File: src/core/lamc_regs.svh
// Purpose: offsets, field positions, reset values and timing counts
// Assumes: 8-bit register space, core clock of 100 MHz
// Notes:   include by bare name; definitions only
`ifndef LAMC_REGS_SVH
`define LAMC_REGS_SVH

`define LAMC_OFS_PROX_GAIN     8'h0b
`define LAMC_OFS_PROX_MISC     8'h0c
`define LAMC_OFS_AMB_IR_SEL    8'h0e
`define LAMC_OFS_AUX_SEL       8'h0f
`define LAMC_OFS_VIS_RECOVERY  8'h10

`define LAMC_GAIN_LSB          0
`define LAMC_GAIN_W            3
`define LAMC_RANGE_BIT         5
`define LAMC_MODE_BIT          2
`define LAMC_REC_LSB           4
`define LAMC_REC_W             3

`define LAMC_RST_PROX_GAIN     8'h00
`define LAMC_RST_PROX_MISC     8'h04
`define LAMC_RST_AMB_IR_SEL    8'h00
`define LAMC_RST_AUX_SEL       8'h65
`define LAMC_RST_VIS_RECOVERY  8'h70

`define LAMC_MUX_SMALL_IR      8'h00
`define LAMC_MUX_LARGE_IR      8'h03
`define LAMC_MUX_TEMPERATURE   8'h65
`define LAMC_MUX_SUPPLY        8'h75

`define LAMC_ADC_CLK_NS        50
`define LAMC_CORE_CLK_NS       10
`define LAMC_ADC_BASE_CYC      ((`LAMC_ADC_CLK_NS + `LAMC_CORE_CLK_NS - 1) / `LAMC_CORE_CLK_NS)
`define LAMC_INTEG_ADC_CLKS    256

`endif

File: src/core/lamc_pkg.sv
// Purpose: shared types of the measurement configuration block
// Assumes: constants live in lamc_regs.svh
// Notes:   enums carry no explicit codes
package lamc_pkg;

  typedef logic [7:0] lamc_byte_t;

  typedef enum logic [1:0] {
    MEAS_PROX,
    MEAS_VIS,
    MEAS_AMB_IR,
    MEAS_AUX
  } lamc_meas_t;

  typedef enum logic [1:0] {
    ST_IDLE,
    ST_RECOVER,
    ST_INTEG,
    ST_DONE
  } lamc_state_t;

endpackage

File: src/core/lamc_timer.sv
// Purpose: reloading down counter used as divider and phase timer
// Assumes: tick_i is a one-cycle enable on core_clk_i
// Notes:   value v gives one pulse every v+1 ticks; v of zero passes ticks
`timescale 1ns/100ps
module lamc_timer #(
  parameter int W = 8
) (
  input  wire logic         core_clk_i,
  input  wire logic         srst_i,
  input  wire logic         load_i,
  input  wire logic [W-1:0] value_i,
  input  wire logic         tick_i,
  output logic              pulse_o
);

  logic [W-1:0] cnt;
  logic [W-1:0] reload;
  logic [W-1:0] next_cnt;
  logic         at_zero;

  assign at_zero  = (cnt == '0);
  assign next_cnt = at_zero ? reload : cnt - {{(W-1){1'b0}}, 1'b1};
  // load not masked here: a load fed by this pulse would close a loop
  assign pulse_o  = tick_i & at_zero;

  always_ff @(posedge core_clk_i)
  begin
    if (srst_i)
    begin
      cnt    <= '0;
      reload <= '0;
    end
    else if (load_i)
    begin
      cnt    <= value_i;
      reload <= value_i;
    end
    else if (tick_i)
    begin
      cnt <= next_cnt;
    end
  end

endmodule

File: src/core/lamc_top.sv
// Purpose: measurement configuration settings and the sequencer timing
//          they steer (gain divider, recovery wait, LED, mux, range)
// Assumes: plain register port, read data one cycle after the strobe
// Notes:   settings are captured at the start of each measurement
//
// The address-and-strobe port is this design's own decision.
`timescale 1ns/100ps
`include "lamc_regs.svh"

// Behaviour
// - prox LED pulse and integration both stretched by two to the gain.
// - any prox gain exponent is used as written, never clamped.
// - prox gain exponent zero runs the ADC clock undivided.
// - range bit 5 clear is normal range, set is high range.
// - mode bit 2 low is raw ADC, high is normal proximity.
// - raw ADC mode keeps all LED drives off during prox measurements.
// - ambient IR selector 0x00 small diode, 0x03 large diode.
// - aux selector 0x65 temperature, 0x75 supply, both against ground.
// - visible recovery waits 1, 7, 15 up to 511 ADC clocks, gain scaled.
// - prox misc setting resets to 0x04.
// - aux selector resets to the temperature code.
// - visible recovery setting resets to 0x70.
// - early silicon also applies visible recovery to ambient IR.
module lamc_top
  import lamc_pkg::*;
#(
  parameter int INTEG_ADC_CLKS = `LAMC_INTEG_ADC_CLKS
) (
  input  wire logic       core_clk_i,
  input  wire logic       srst_i,
  input  wire logic [7:0] reg_addr_i,
  input  wire logic [7:0] reg_wdata_i,
  input  wire logic       reg_wr_i,
  input  wire logic       reg_rd_i,
  output logic      [7:0] reg_rdata_o,
  input  wire logic       meas_start_i,
  input  wire lamc_meas_t meas_kind_i,
  input  wire logic [7:0] prox_input_sel_i,
  input  wire logic [7:0] vis_input_sel_i,
  input  wire logic [2:0] visible_gain_exponent_i,
  input  wire logic       vis_high_range_i,
  input  wire logic       early_rev_i,
  output logic            meas_busy_o,
  output logic            meas_done_o,
  output logic            recovering_o,
  output logic            integrating_o,
  output logic            adc_clk_en_o,
  output logic      [7:0] adc_input_sel_o,
  output logic            adc_high_range_o,
  output logic            led_drive_en_o
);

  localparam int DIV_W   = 8;
  localparam int PHASE_W = 10;
  localparam lamc_byte_t RST_GAIN = `LAMC_RST_PROX_GAIN;
  localparam lamc_byte_t RST_MISC = `LAMC_RST_PROX_MISC;
  localparam lamc_byte_t RST_REC  = `LAMC_RST_VIS_RECOVERY;

  // settings, reserved bits are never stored
  logic [2:0]  prox_gain_exponent;
  logic        prox_high_range;
  logic        prox_measure_mode;
  lamc_byte_t  ambient_ir_input_sel;
  lamc_byte_t  aux_input_sel;
  logic [2:0]  visible_recovery_code;

  // strap synchroniser, three stages
  logic        rev_sync1;
  logic        rev_sync2;
  logic        rev_sync3;
  logic        early_rev;

  // sequencer
  lamc_state_t state;
  lamc_state_t next_state;
  lamc_meas_t  kind;
  logic [2:0]  meas_gain;
  logic        meas_led;
  logic        meas_wait;

  // timing chain
  logic              base_tick;
  logic              adc_tick;
  logic              phase_pulse;
  logic              start_take;
  logic              phase_load;
  logic [PHASE_W-1:0] phase_val;
  logic [DIV_W-1:0]  gain_div_val;
  logic [PHASE_W-1:0] rec_val;
  logic [PHASE_W-1:0] integ_val;
  logic [2:0]        start_gain;
  logic              start_wait;
  logic              start_led;
  lamc_byte_t        start_sel;
  logic              start_range;

  // register port decode
  logic       hit_gain;
  logic       hit_misc;
  logic       hit_ir;
  logic       hit_aux;
  logic       hit_rec;
  lamc_byte_t rd_mux;

  assign hit_gain = (reg_addr_i == `LAMC_OFS_PROX_GAIN);
  assign hit_misc = (reg_addr_i == `LAMC_OFS_PROX_MISC);
  assign hit_ir   = (reg_addr_i == `LAMC_OFS_AMB_IR_SEL);
  assign hit_aux  = (reg_addr_i == `LAMC_OFS_AUX_SEL);
  assign hit_rec  = (reg_addr_i == `LAMC_OFS_VIS_RECOVERY);

  // unmapped addresses read zero, writes to them are dropped
  always_comb
  begin
    rd_mux = 8'h00;
    if (hit_gain)
    begin
      rd_mux[`LAMC_GAIN_LSB +: `LAMC_GAIN_W] = prox_gain_exponent;
    end
    else if (hit_misc)
    begin
      rd_mux[`LAMC_RANGE_BIT] = prox_high_range;
      rd_mux[`LAMC_MODE_BIT]  = prox_measure_mode;
    end
    else if (hit_ir)
    begin
      rd_mux = ambient_ir_input_sel;
    end
    else if (hit_aux)
    begin
      rd_mux = aux_input_sel;
    end
    else if (hit_rec)
    begin
      rd_mux[`LAMC_REC_LSB +: `LAMC_REC_W] = visible_recovery_code;
    end
  end

  always_ff @(posedge core_clk_i)
  begin
    if (srst_i)
    begin
      reg_rdata_o <= 8'h00;
    end
    else if (reg_rd_i)
    begin
      reg_rdata_o <= rd_mux;
    end
  end

  // no range check: an overdriven gain is the host's responsibility
  always_ff @(posedge core_clk_i)
  begin
    if (srst_i)
    begin
      prox_gain_exponent <= RST_GAIN[`LAMC_GAIN_LSB +: `LAMC_GAIN_W];
      prox_high_range    <= RST_MISC[`LAMC_RANGE_BIT];
      prox_measure_mode  <= RST_MISC[`LAMC_MODE_BIT];
      ambient_ir_input_sel  <= `LAMC_RST_AMB_IR_SEL;
      aux_input_sel         <= `LAMC_RST_AUX_SEL;
      visible_recovery_code <= RST_REC[`LAMC_REC_LSB +: `LAMC_REC_W];
    end
    else if (reg_wr_i)
    begin
      if (hit_gain)
      begin
        prox_gain_exponent <= reg_wdata_i[2:0];
      end
      if (hit_misc)
      begin
        prox_high_range   <= reg_wdata_i[`LAMC_RANGE_BIT];
        prox_measure_mode <= reg_wdata_i[`LAMC_MODE_BIT];
      end
      if (hit_ir)
      begin
        ambient_ir_input_sel <= reg_wdata_i;
      end
      if (hit_aux)
      begin
        aux_input_sel <= reg_wdata_i;
      end
      if (hit_rec)
      begin
        visible_recovery_code <= reg_wdata_i[6:4];
      end
    end
  end

  // strap: a change counts once stages two and three agree
  always_ff @(posedge core_clk_i)
  begin
    if (srst_i)
    begin
      rev_sync1 <= 1'b0;
      rev_sync2 <= 1'b0;
      rev_sync3 <= 1'b0;
      early_rev <= 1'b0;
    end
    else
    begin
      rev_sync1 <= early_rev_i;
      rev_sync2 <= rev_sync1;
      rev_sync3 <= rev_sync2;
      if (rev_sync2 == rev_sync3)
      begin
        early_rev <= rev_sync3;
      end
    end
  end

  // per-kind settings chosen at the start of a measurement
  assign start_take = (state == ST_IDLE) & meas_start_i;

  assign start_gain =
    (meas_kind_i == MEAS_PROX) ? prox_gain_exponent :
    (meas_kind_i == MEAS_VIS)  ? visible_gain_exponent_i :
    (meas_kind_i == MEAS_AMB_IR && early_rev) ? visible_gain_exponent_i :
    3'h0;

  assign start_wait =
    (meas_kind_i == MEAS_VIS) |
    ((meas_kind_i == MEAS_AMB_IR) & early_rev);

  // raw mode never lights the LEDs
  assign start_led = (meas_kind_i == MEAS_PROX) & prox_measure_mode;

  assign start_sel =
    (meas_kind_i == MEAS_PROX)   ? prox_input_sel_i :
    (meas_kind_i == MEAS_VIS)    ? vis_input_sel_i :
    (meas_kind_i == MEAS_AMB_IR) ? ambient_ir_input_sel :
    aux_input_sel;

  assign start_range =
    (meas_kind_i == MEAS_PROX) ? prox_high_range :
    (meas_kind_i == MEAS_VIS)  ? vis_high_range_i :
    1'b0;

  // divide ratio 2^gain; gain zero gives value zero, an undivided clock
  assign gain_div_val = DIV_W'((1 << start_gain) - 1);

  // code zero waits one clock, code n above zero 2^(n+2)-1 clocks
  assign rec_val   = (visible_recovery_code == 3'h0) ? '0 :
    PHASE_W'((4 << visible_recovery_code) - 2);
  assign integ_val = PHASE_W'(INTEG_ADC_CLKS - 1);

  // a start without recovery goes straight to integration
  assign phase_load = start_take | ((state == ST_RECOVER) & phase_pulse);
  assign phase_val  = ((state == ST_RECOVER) | ~start_wait) ? integ_val :
    rec_val;

  lamc_timer #(
    .W (DIV_W)
  ) u_base_div (
    .core_clk_i (core_clk_i),
    .srst_i     (srst_i),
    .load_i     (start_take),
    .value_i    (DIV_W'(`LAMC_ADC_BASE_CYC - 1)),
    .tick_i     (1'b1),
    .pulse_o    (base_tick)
  );

  // stretches LED pulse and integration alike, both count adc_tick
  lamc_timer #(
    .W (DIV_W)
  ) u_gain_div (
    .core_clk_i (core_clk_i),
    .srst_i     (srst_i),
    .load_i     (start_take),
    .value_i    (gain_div_val),
    .tick_i     (base_tick),
    .pulse_o    (adc_tick)
  );

  lamc_timer #(
    .W (PHASE_W)
  ) u_phase (
    .core_clk_i (core_clk_i),
    .srst_i     (srst_i),
    .load_i     (phase_load),
    .value_i    (phase_val),
    .tick_i     (adc_tick & meas_busy_o),
    .pulse_o    (phase_pulse)
  );

  always_comb
  begin
    next_state = state;
    case (state)
      ST_IDLE:
      begin
        if (meas_start_i)
        begin
          next_state = start_wait ? ST_RECOVER : ST_INTEG;
        end
      end
      ST_RECOVER:
      begin
        if (phase_pulse)
        begin
          next_state = ST_INTEG;
        end
      end
      ST_INTEG:
      begin
        if (phase_pulse)
        begin
          next_state = ST_DONE;
        end
      end
      ST_DONE:
      begin
        next_state = ST_IDLE;
      end
      default:
      begin
        next_state = ST_IDLE;
      end
    endcase
  end

  always_ff @(posedge core_clk_i)
  begin
    if (srst_i)
    begin
      state <= ST_IDLE;
    end
    else
    begin
      state <= next_state;
    end
  end

  // captured copies keep one measurement consistent under host writes
  always_ff @(posedge core_clk_i)
  begin
    if (srst_i)
    begin
      kind             <= MEAS_PROX;
      meas_gain        <= 3'h0;
      meas_led         <= 1'b0;
      meas_wait        <= 1'b0;
      adc_input_sel_o  <= 8'h00;
      adc_high_range_o <= 1'b0;
    end
    else if (start_take)
    begin
      kind             <= meas_kind_i;
      meas_gain        <= start_gain;
      meas_led         <= start_led;
      meas_wait        <= start_wait;
      adc_input_sel_o  <= start_sel;
      adc_high_range_o <= start_range;
    end
  end

  // status decoded straight from the state register
  assign meas_busy_o   = (state == ST_RECOVER) | (state == ST_INTEG);
  assign recovering_o  = (state == ST_RECOVER);
  assign integrating_o = (state == ST_INTEG);
  assign meas_done_o   = (state == ST_DONE);
  assign adc_clk_en_o  = adc_tick & meas_busy_o;
  assign led_drive_en_o = (state == ST_INTEG) & meas_led;

endmodule

File: config.mk
export PLATFORM = sky130hd
export DESIGN_NAME = lamc_top
export DESIGN_NICKNAME = d
export VERILOG_FILES = /design/src/core/lamc_pkg.sv /design/src/core/lamc_timer.sv /design/src/core/lamc_top.sv
export VERILOG_INCLUDE_DIRS = /design/src /design/src/core
export SDC_FILE = /design/constraint.sdc
export NUM_CORES = 1
export LEC_CHECK = 0
export BUFFER_PORTS_ARGS = -buffer_cell sky130_fd_sc_hd__buf_2
export CAP_MARGIN = 20
export CORE_MARGIN = 4
export CORE_UTILIZATION = 52
export DETAILED_ROUTE_END_ITERATION = 8
export PLACE_DENSITY = 0.82
export SYNTH_ARGS = -nofsm -noshare
export SYNTH_HDL_FRONTEND = slang
export SYNTH_SLANG_ARGS = --single-unit
File: constraint.sdc
create_clock -name core_clk_i -period 2.5 [get_ports core_clk_i]
set_clock_uncertainty 0.2 [all_clocks]
set_input_delay 0.125 -clock core_clk_i [delete_from_list [all_inputs] [get_ports core_clk_i]]
set_output_delay 0.125 -clock core_clk_i [all_outputs]
set_load 0.1 [all_outputs]
## Word level (Yosys, flattened, before mapping)

Cells that the tools add are included.

| storage, ports and cells | value |
|---|---|
| input bits | 44 |
| flip-flop bits (word level) | 93 |

| operators by class | value |
|---|---|
| $add $sub $neg | 5 |
| eq/ne operators | 14 |
| reduce and logical (&&, ||, !) cells | 16 |
| shifts and indexed selects | 2 |
| bitwise operators | 13 |
| mux-type cells | 35 |

Operator list:

| kind | number |
|---|---|
| 8-bit two-way mux | 8 |
| 10-bit two-way mux | 5 |
| 8-bit by 4-bit equality test with 1-bit output, second input constant | 4 |
| 3-bit two-way mux | 7 |
| 8-bit logical NOT | 2 |
| 8-bit by 1-bit subtractor with 8-bit output, second input constant | 2 |
| 2-bit two-way mux | 7 |
| 10-bit logical NOT | 1 |
| 2-bit AND reduction | 5 |
| 3-bit by 3-bit << shifter with 10-bit output, first input constant | 1 |
| 10-bit by 1-bit subtractor with 10-bit output, second input constant | 1 |
| 10-bit by 3-bit subtractor with 10-bit output, second input constant | 1 |
| 1-bit bitwise AND | 8 |
| 8-bit by 5-bit equality test with 1-bit output, second input constant | 1 |
| 2-bit one-hot mux with 4 select lines | 1 |
| 1-bit by 3-bit << shifter with 8-bit output, first input constant | 1 |
| 8-bit by 2-bit subtractor with 8-bit output, second input constant | 1 |
| 2-bit equality test, second input constant | 3 |
| 1-bit two-way mux | 5 |
| 5-bit two-way mux | 1 |
| 2-bit by 1-bit equality test with 1-bit output, second input constant | 2 |
| 2-bit logical NOT | 2 |
| 4-bit two-way mux | 1 |
| 2-bit by 1-bit != test with 1-bit output, second input constant | 2 |
| 9 further kinds | 13 |

## Depth between registers and ports, before layout

| logic depth | value |
|---|---|
| depth after elaboration | 8 |
| mapped depth | 11 |
| depth with buffers taken out | 9 |

## Cells and area by module

A second synthesis with hierarchy kept.

| unflattened totals | value |
|---|---|
| cell total of the unflattened synthesis | 599 |
| area total of the unflattened synthesis | 5321.4 µm² |

By module, submodules not included:

| module | area each (µm²) | instances | cells each |
|---|---|---|---|
| lamc_top | 2513.7 | 1 | 282 |
| lamc_timer at u_base_div ... | 864.6 | 2 | 96 |
| lamc_timer at u_phase | 1078.5 | 1 | 125 |

## Least setup slack after synthesis

Ideal clock, no wire load.

| timing path | value |
|---|---|
| kind | reg2reg |
| from | reg state[0] |
| to | reg u_phase.cnt[3] |
| library setup time | 0.095 ns |
| data arrival time | 3.154 ns |
| slack | -0.950 ns |
| path buffers | 2 |
| stages on the path, launching flop included | 11 |
| data required time | 2.205 ns |
| cells stage by stage | dfxtp_1 -> inv_1 -> ha_1 -> or4bb_1 -> or4_4 -> buf_6 -> inv_2 -> buf_4 -> o21a_1 -> o22ai_1 -> a221oi_1 |

| between the ends | value |
|---|---|
| word-level cells in the longest chain between the ends | 7 |

Ends and longest elaborated chain:

| item | line | RTL |
|---|---|---|
| start, declared | lamc_top.sv:74 | `lamc_state_t state;` |
| start signal, assigned | lamc_top.sv:328 | `state <= next_state;` |
| 2-bit by 1-bit equality test with 1-bit output or 2-bit equality test (tied branches) | lamc_top.sv:356 | `assign meas_busy_o = (state == ST_RECOVER) \| (state == ST_INTEG);` |
| 1-bit OR * | lamc_top.sv:356 |  |
| via meas_busy_o | lamc_top.sv:43 | `output logic meas_busy_o,` |
| 1-bit bitwise AND * | n/a |  |
| via adc_clk_en_o | lamc_top.sv:47 | `output logic adc_clk_en_o,` |
| 1-bit bitwise AND | lamc_timer.sv:24 | `assign pulse_o = tick_i & at_zero;` |
| 1-bit bitwise AND | lamc_top.sv:246 | `assign phase_load = start_take \| ((state == ST_RECOVER) & phase_pulse);` |
| 1-bit OR | lamc_top.sv:246 |  |
| 10-bit two-way mux or 2-bit nonzero test (tied branches) | n/a |  |
| end signal, assigned | lamc_timer.sv:35 | `cnt <= value_i;` |
| end signal, assigned | lamc_timer.sv:40 | `cnt <= next_cnt;` |
| end, declared | lamc_timer.sv:16 | `logic [W-1:0] cnt;` |

Mark *: on every way through the listed nets, which the timed path passes. The rest lies on a longest branch.
A chain may end at the register's enable or synchronous reset.

## Final worst setup path

| timing path | value |
|---|---|
| from | reg state[0] |
| to | reg u_phase.cnt[4] |

| between the ends | value |
|---|---|
| word-level cells in the longest chain between the ends | 7 |

Ends and longest elaborated chain:

| item | line | RTL |
|---|---|---|
| 2-bit by 1-bit equality test with 1-bit output or 2-bit equality test (tied branches) | lamc_top.sv:246, lamc_top.sv:247, lamc_top.sv:356 |  |
| 1-bit OR | lamc_top.sv:356 |  |
| 1-bit bitwise AND | lamc_top.sv:280 | `.tick_i (adc_tick & meas_busy_o),` |
| 1-bit bitwise AND | lamc_timer.sv:24 |  |
| 1-bit bitwise AND | lamc_top.sv:246 |  |
| 1-bit OR | lamc_top.sv:246 |  |
| 10-bit two-way mux or 2-bit nonzero test (tied branches) | n/a |  |

Several ways; a longest one is shown, not always the timed one.

==> out/qor.csv <==
metric,value,unit
outcome,finished with violations,
failing checks,setup timing,
largest net degree at the start of global routing,67,
CORE AREA,8760,um2
GRT overflow,0,
Starting Density,0.535,
"antenna viol nets, final",0,
vias in the first global route,4473,
wire per inst,17.7,um
Worst Path Arrival,2.81,ns
ratio of cells with drive above 1 in the final layout,0.315,
fin. max-slew vios,0,
Max Freq,367,MHz
drt drc,0,
Slew HR,0.654,
slowest CP cell,or4_4,
Post-Synthesis Cells,547,
PnR Total Power,6.24,mW
Routed Wire Length,13600,um
Tcrit/Tclk final,1.09,
clk_lat worst skew,0.37,ns
RSZ-0062 raised after global routing,yes,
Final HPWL DP,8910,um
Setup crit start,state[0],
# port buffers,66,
H-tree depth,3,
HP Start,srst_i,
CTS sink cnt,92,
Area Growth Syn to Fin,30.9,%
post-route minimum period,2.72,ns
Max clock buf depth,2,
Die X,103,um
final setup vio count,17,
reg-to-reg critical path startpoint,state[0],
"Cell Chain, Critical Path",inv_2 -> ha_4 -> or4bb_4 -> or4_4 -> buf_6 -> a2111o_1 -> and3_4 -> a211oi_2,
Num CTS Buffers,9,
Worst Hold Margin,0.0310,ns
Nets,713,
fillers,616,
mapped cell area,4690,um2
CTS tree,done,
largest fanout on the critical path,2,
critical path launch point type,flop,
max incr delay on CP,0.48,ns
Die ar.,10600,um2
Final WS setup,-0.224,ns
Yosys cell types,75,
die span in y,103,um
drt initial violations,341,
Mean Syn Cell Area,8.57,um2
"Top FF cell, synth",dfxtp_1,
ys async rst share,0,
post-synth net total,601,
PwrDens,1020,nW/um2
"EDFF count, synth",0,
Max-cap violations,0,
"Req. time, crit path",2.58,ns
"Seq/Total Area, Yosys",0.393,
final hold violation count,0,
Tightest Pin Transition,0.518,ns
clock-pin slew on the worst setup and hold paths,0.11,ns
antenna violations before repair,0,
CTS Root Cell,clkbuf_8,
Crit. End Element,flop,
Ys Warns,0,
#FFs+latches synth,92,
number of detailed-route iterations in the first pass,5,
Vias,4716,
Multi-input gate area,2850,um2
register area,1850,um2
via/cell ratio,6.11,
# rows,34,
global placement routability congestion,0.903,
GRT Total Usage,0.249,
io pins,67,
first-pass GRT wire length,21200,um
worst hold path type,primary input to flop,
crit path kind,flop to flop,
Leakage,2.55,nW
Worst VDD drop,0.582,mV
antenna diode count,0,
-- synthesized netlist by cell type (3+ instances only) --
cell type,count,area share
a211oi_1,11,0.018
mux2_2,5,0.012
nand2_1,59,0.047
and3_1,4,0.0053
a21oi_1,32,0.034
o21ai_1,7,0.0075
a311oi_1,4,0.0075
o31ai_1,5,0.0080
nand2b_1,7,0.0093
a2bb2oi_1,5,0.0093
o21ai_0,11,0.012
nand3_1,13,0.014
o211ai_1,13,0.021
nor4_1,7,0.0093
mux2i_1,20,0.043
buf_1,6,0.0048
xnor2_1,5,0.0093
nor2_1,57,0.046
or4_1,5,0.0080
mux4_2,8,0.038
a21o_1,3,0.0048
nor3_1,15,0.016
or2_2,3,0.0040
dfxtp_1,92,0.39
inv_1,16,0.013
and2_1,6,0.0080
or3_1,9,0.012
a22o_1,4,0.0075
ha_1,10,0.027
a31oi_1,8,0.011
nand4_1,8,0.011
clkbuf_1,27,0.022
nor2b_1,8,0.011
o22ai_1,3,0.0040
-- through the flow --
| stage | instances | instance area (um2) | setup TNS (ns) | util | setup slack, ns |
|---|---|---|---|---|---|
| 5_1_grt | 772 | 6140 | -2.54 | 0.700 | -0.281 |
| 3_5_place_dp | 732 | 5430 | -0.410 | 0.620 | -0.0849 |
| 4_1_cts | 766 | 5900 | -0.368 | 0.673 | -0.177 |
| 3_3_place_gp | 732 | 5430 | -0.0298 | 0.620 | -0.0219 |
| 6_report | 772 | 6140 | -1.55 | 0.700 | -0.224 |
| 2_1_floorplan | 547 | 4740 | -3.91 | - | -0.300 |
-- where the power goes --
group,internal (mW),switching (mW)
clock,0.589,0.603
combinational,1.32,1.84
sequential,1.70,0.195
-- what timing repair did --
item | in CTS | in global routing
hold endpoints to repair | 35 | 0
cloned | 0 | 1
pin swaps | 7 | 18
resized for setup | 21 | 49
endpoints found under the setup margin | 16 | 25
setup buffers | 3 | 5
hold buffers | 15 | 0
-- registers in the layout, summed over array words and instances, names as in the netlist, 2 cells and up --
register	cells
u_phase.cnt	10
u_phase.reload	9
adc_input_sel_o	8
ambient_ir_input_sel	8
aux_input_sel	8
reg_rdata_o	8
u_base_div.cnt	8
u_gain_div.cnt	8
u_gain_div.reload	8
prox_gain_exponent	3
visible_recovery_code	3
state	2
-- cells by family after synthesis --
| kind of cell | count (synthesis) | share of synthesized area |
|---|---|---|
| AO/OA/AOI/OAI | 135 | 0.199 |
| XOR/XNOR | 7 | 0.0131 |
| flip-flops | 92 | 0.393 |
| adder cells (fa/ha/maj) | 10 | 0.0267 |
| AND/OR/NAND/NOR | 216 | 0.229 |
| buffers and inverters | 54 | 0.0459 |
| multiplexers | 33 | 0.0932 |
-- worst paths after layout --
check                                         end  slack [ns]  cells after the start
worst max-delay path               u_phase.cnt[4]       -0.22                      8
worst min-delay path            u_gain_div.cnt[7]        0.03                      4
worst max register to register     u_phase.cnt[4]       -0.22                      8
worst min register to register          rev_sync2        0.26                      1
-- layer usage --
metal,global-route usage,vias up,wire length (um)
met4,0.105,0,500
met5,0,-,0
li1,-,2228,-
met2,0.419,233,6660
met1,0.314,2202,5540
met3,0.0447,53,946
-- critical path: cells and delay by family (launching register included) --
family	cells	cell delay (ns)
AO/OA/AOI/OAI	2	0.50
flip-flops	1	0.35
buffers and inverters	2	0.20
AND/OR/NAND/NOR	3	1.12
adder cells (fa/ha/maj)	1	0.27
-- cell type report --
cell class,count,area share
inverters,18,0.0122
clock inverters,7,0.0188
clock buffers,9,0.0202
flip-flops and latches,92,0.301
repair buffers,137,0.161
multi-input cells,401,0.464
well taps,108,0.0220
-- placed cells by master (no fill, tap or decap), types with 3 or more instances in the layout --
cell type,n
clkbuf_8,9
and2_1,6
a21oi_2,4
buf_12,3
xnor2_1,5
inv_1,9
dfxtp_1,87
ha_2,3
o21ai_2,6
mux4_2,8
buf_6,9
nor2b_1,8
ha_1,5
nor2_1,54
nor4_1,7
a21o_1,3
o21ai_0,9
a21oi_1,28
nand2_1,58
mux2i_1,20
o211ai_1,13
dlygate4sd3_1,15
a31oi_1,8
or3_1,8
buf_4,43
o21ai_1,3
nand2b_1,7
o31ai_1,4
nand4_1,8
a211oi_1,10
nor3_1,15
or4_1,4
inv_2,6
nand3_1,13
mux2_2,5
a22o_1,4
dfxtp_2,5
buf_2,65
a2bb2oi_1,5
Note: power is estimated with default switching activity, not from simulation.
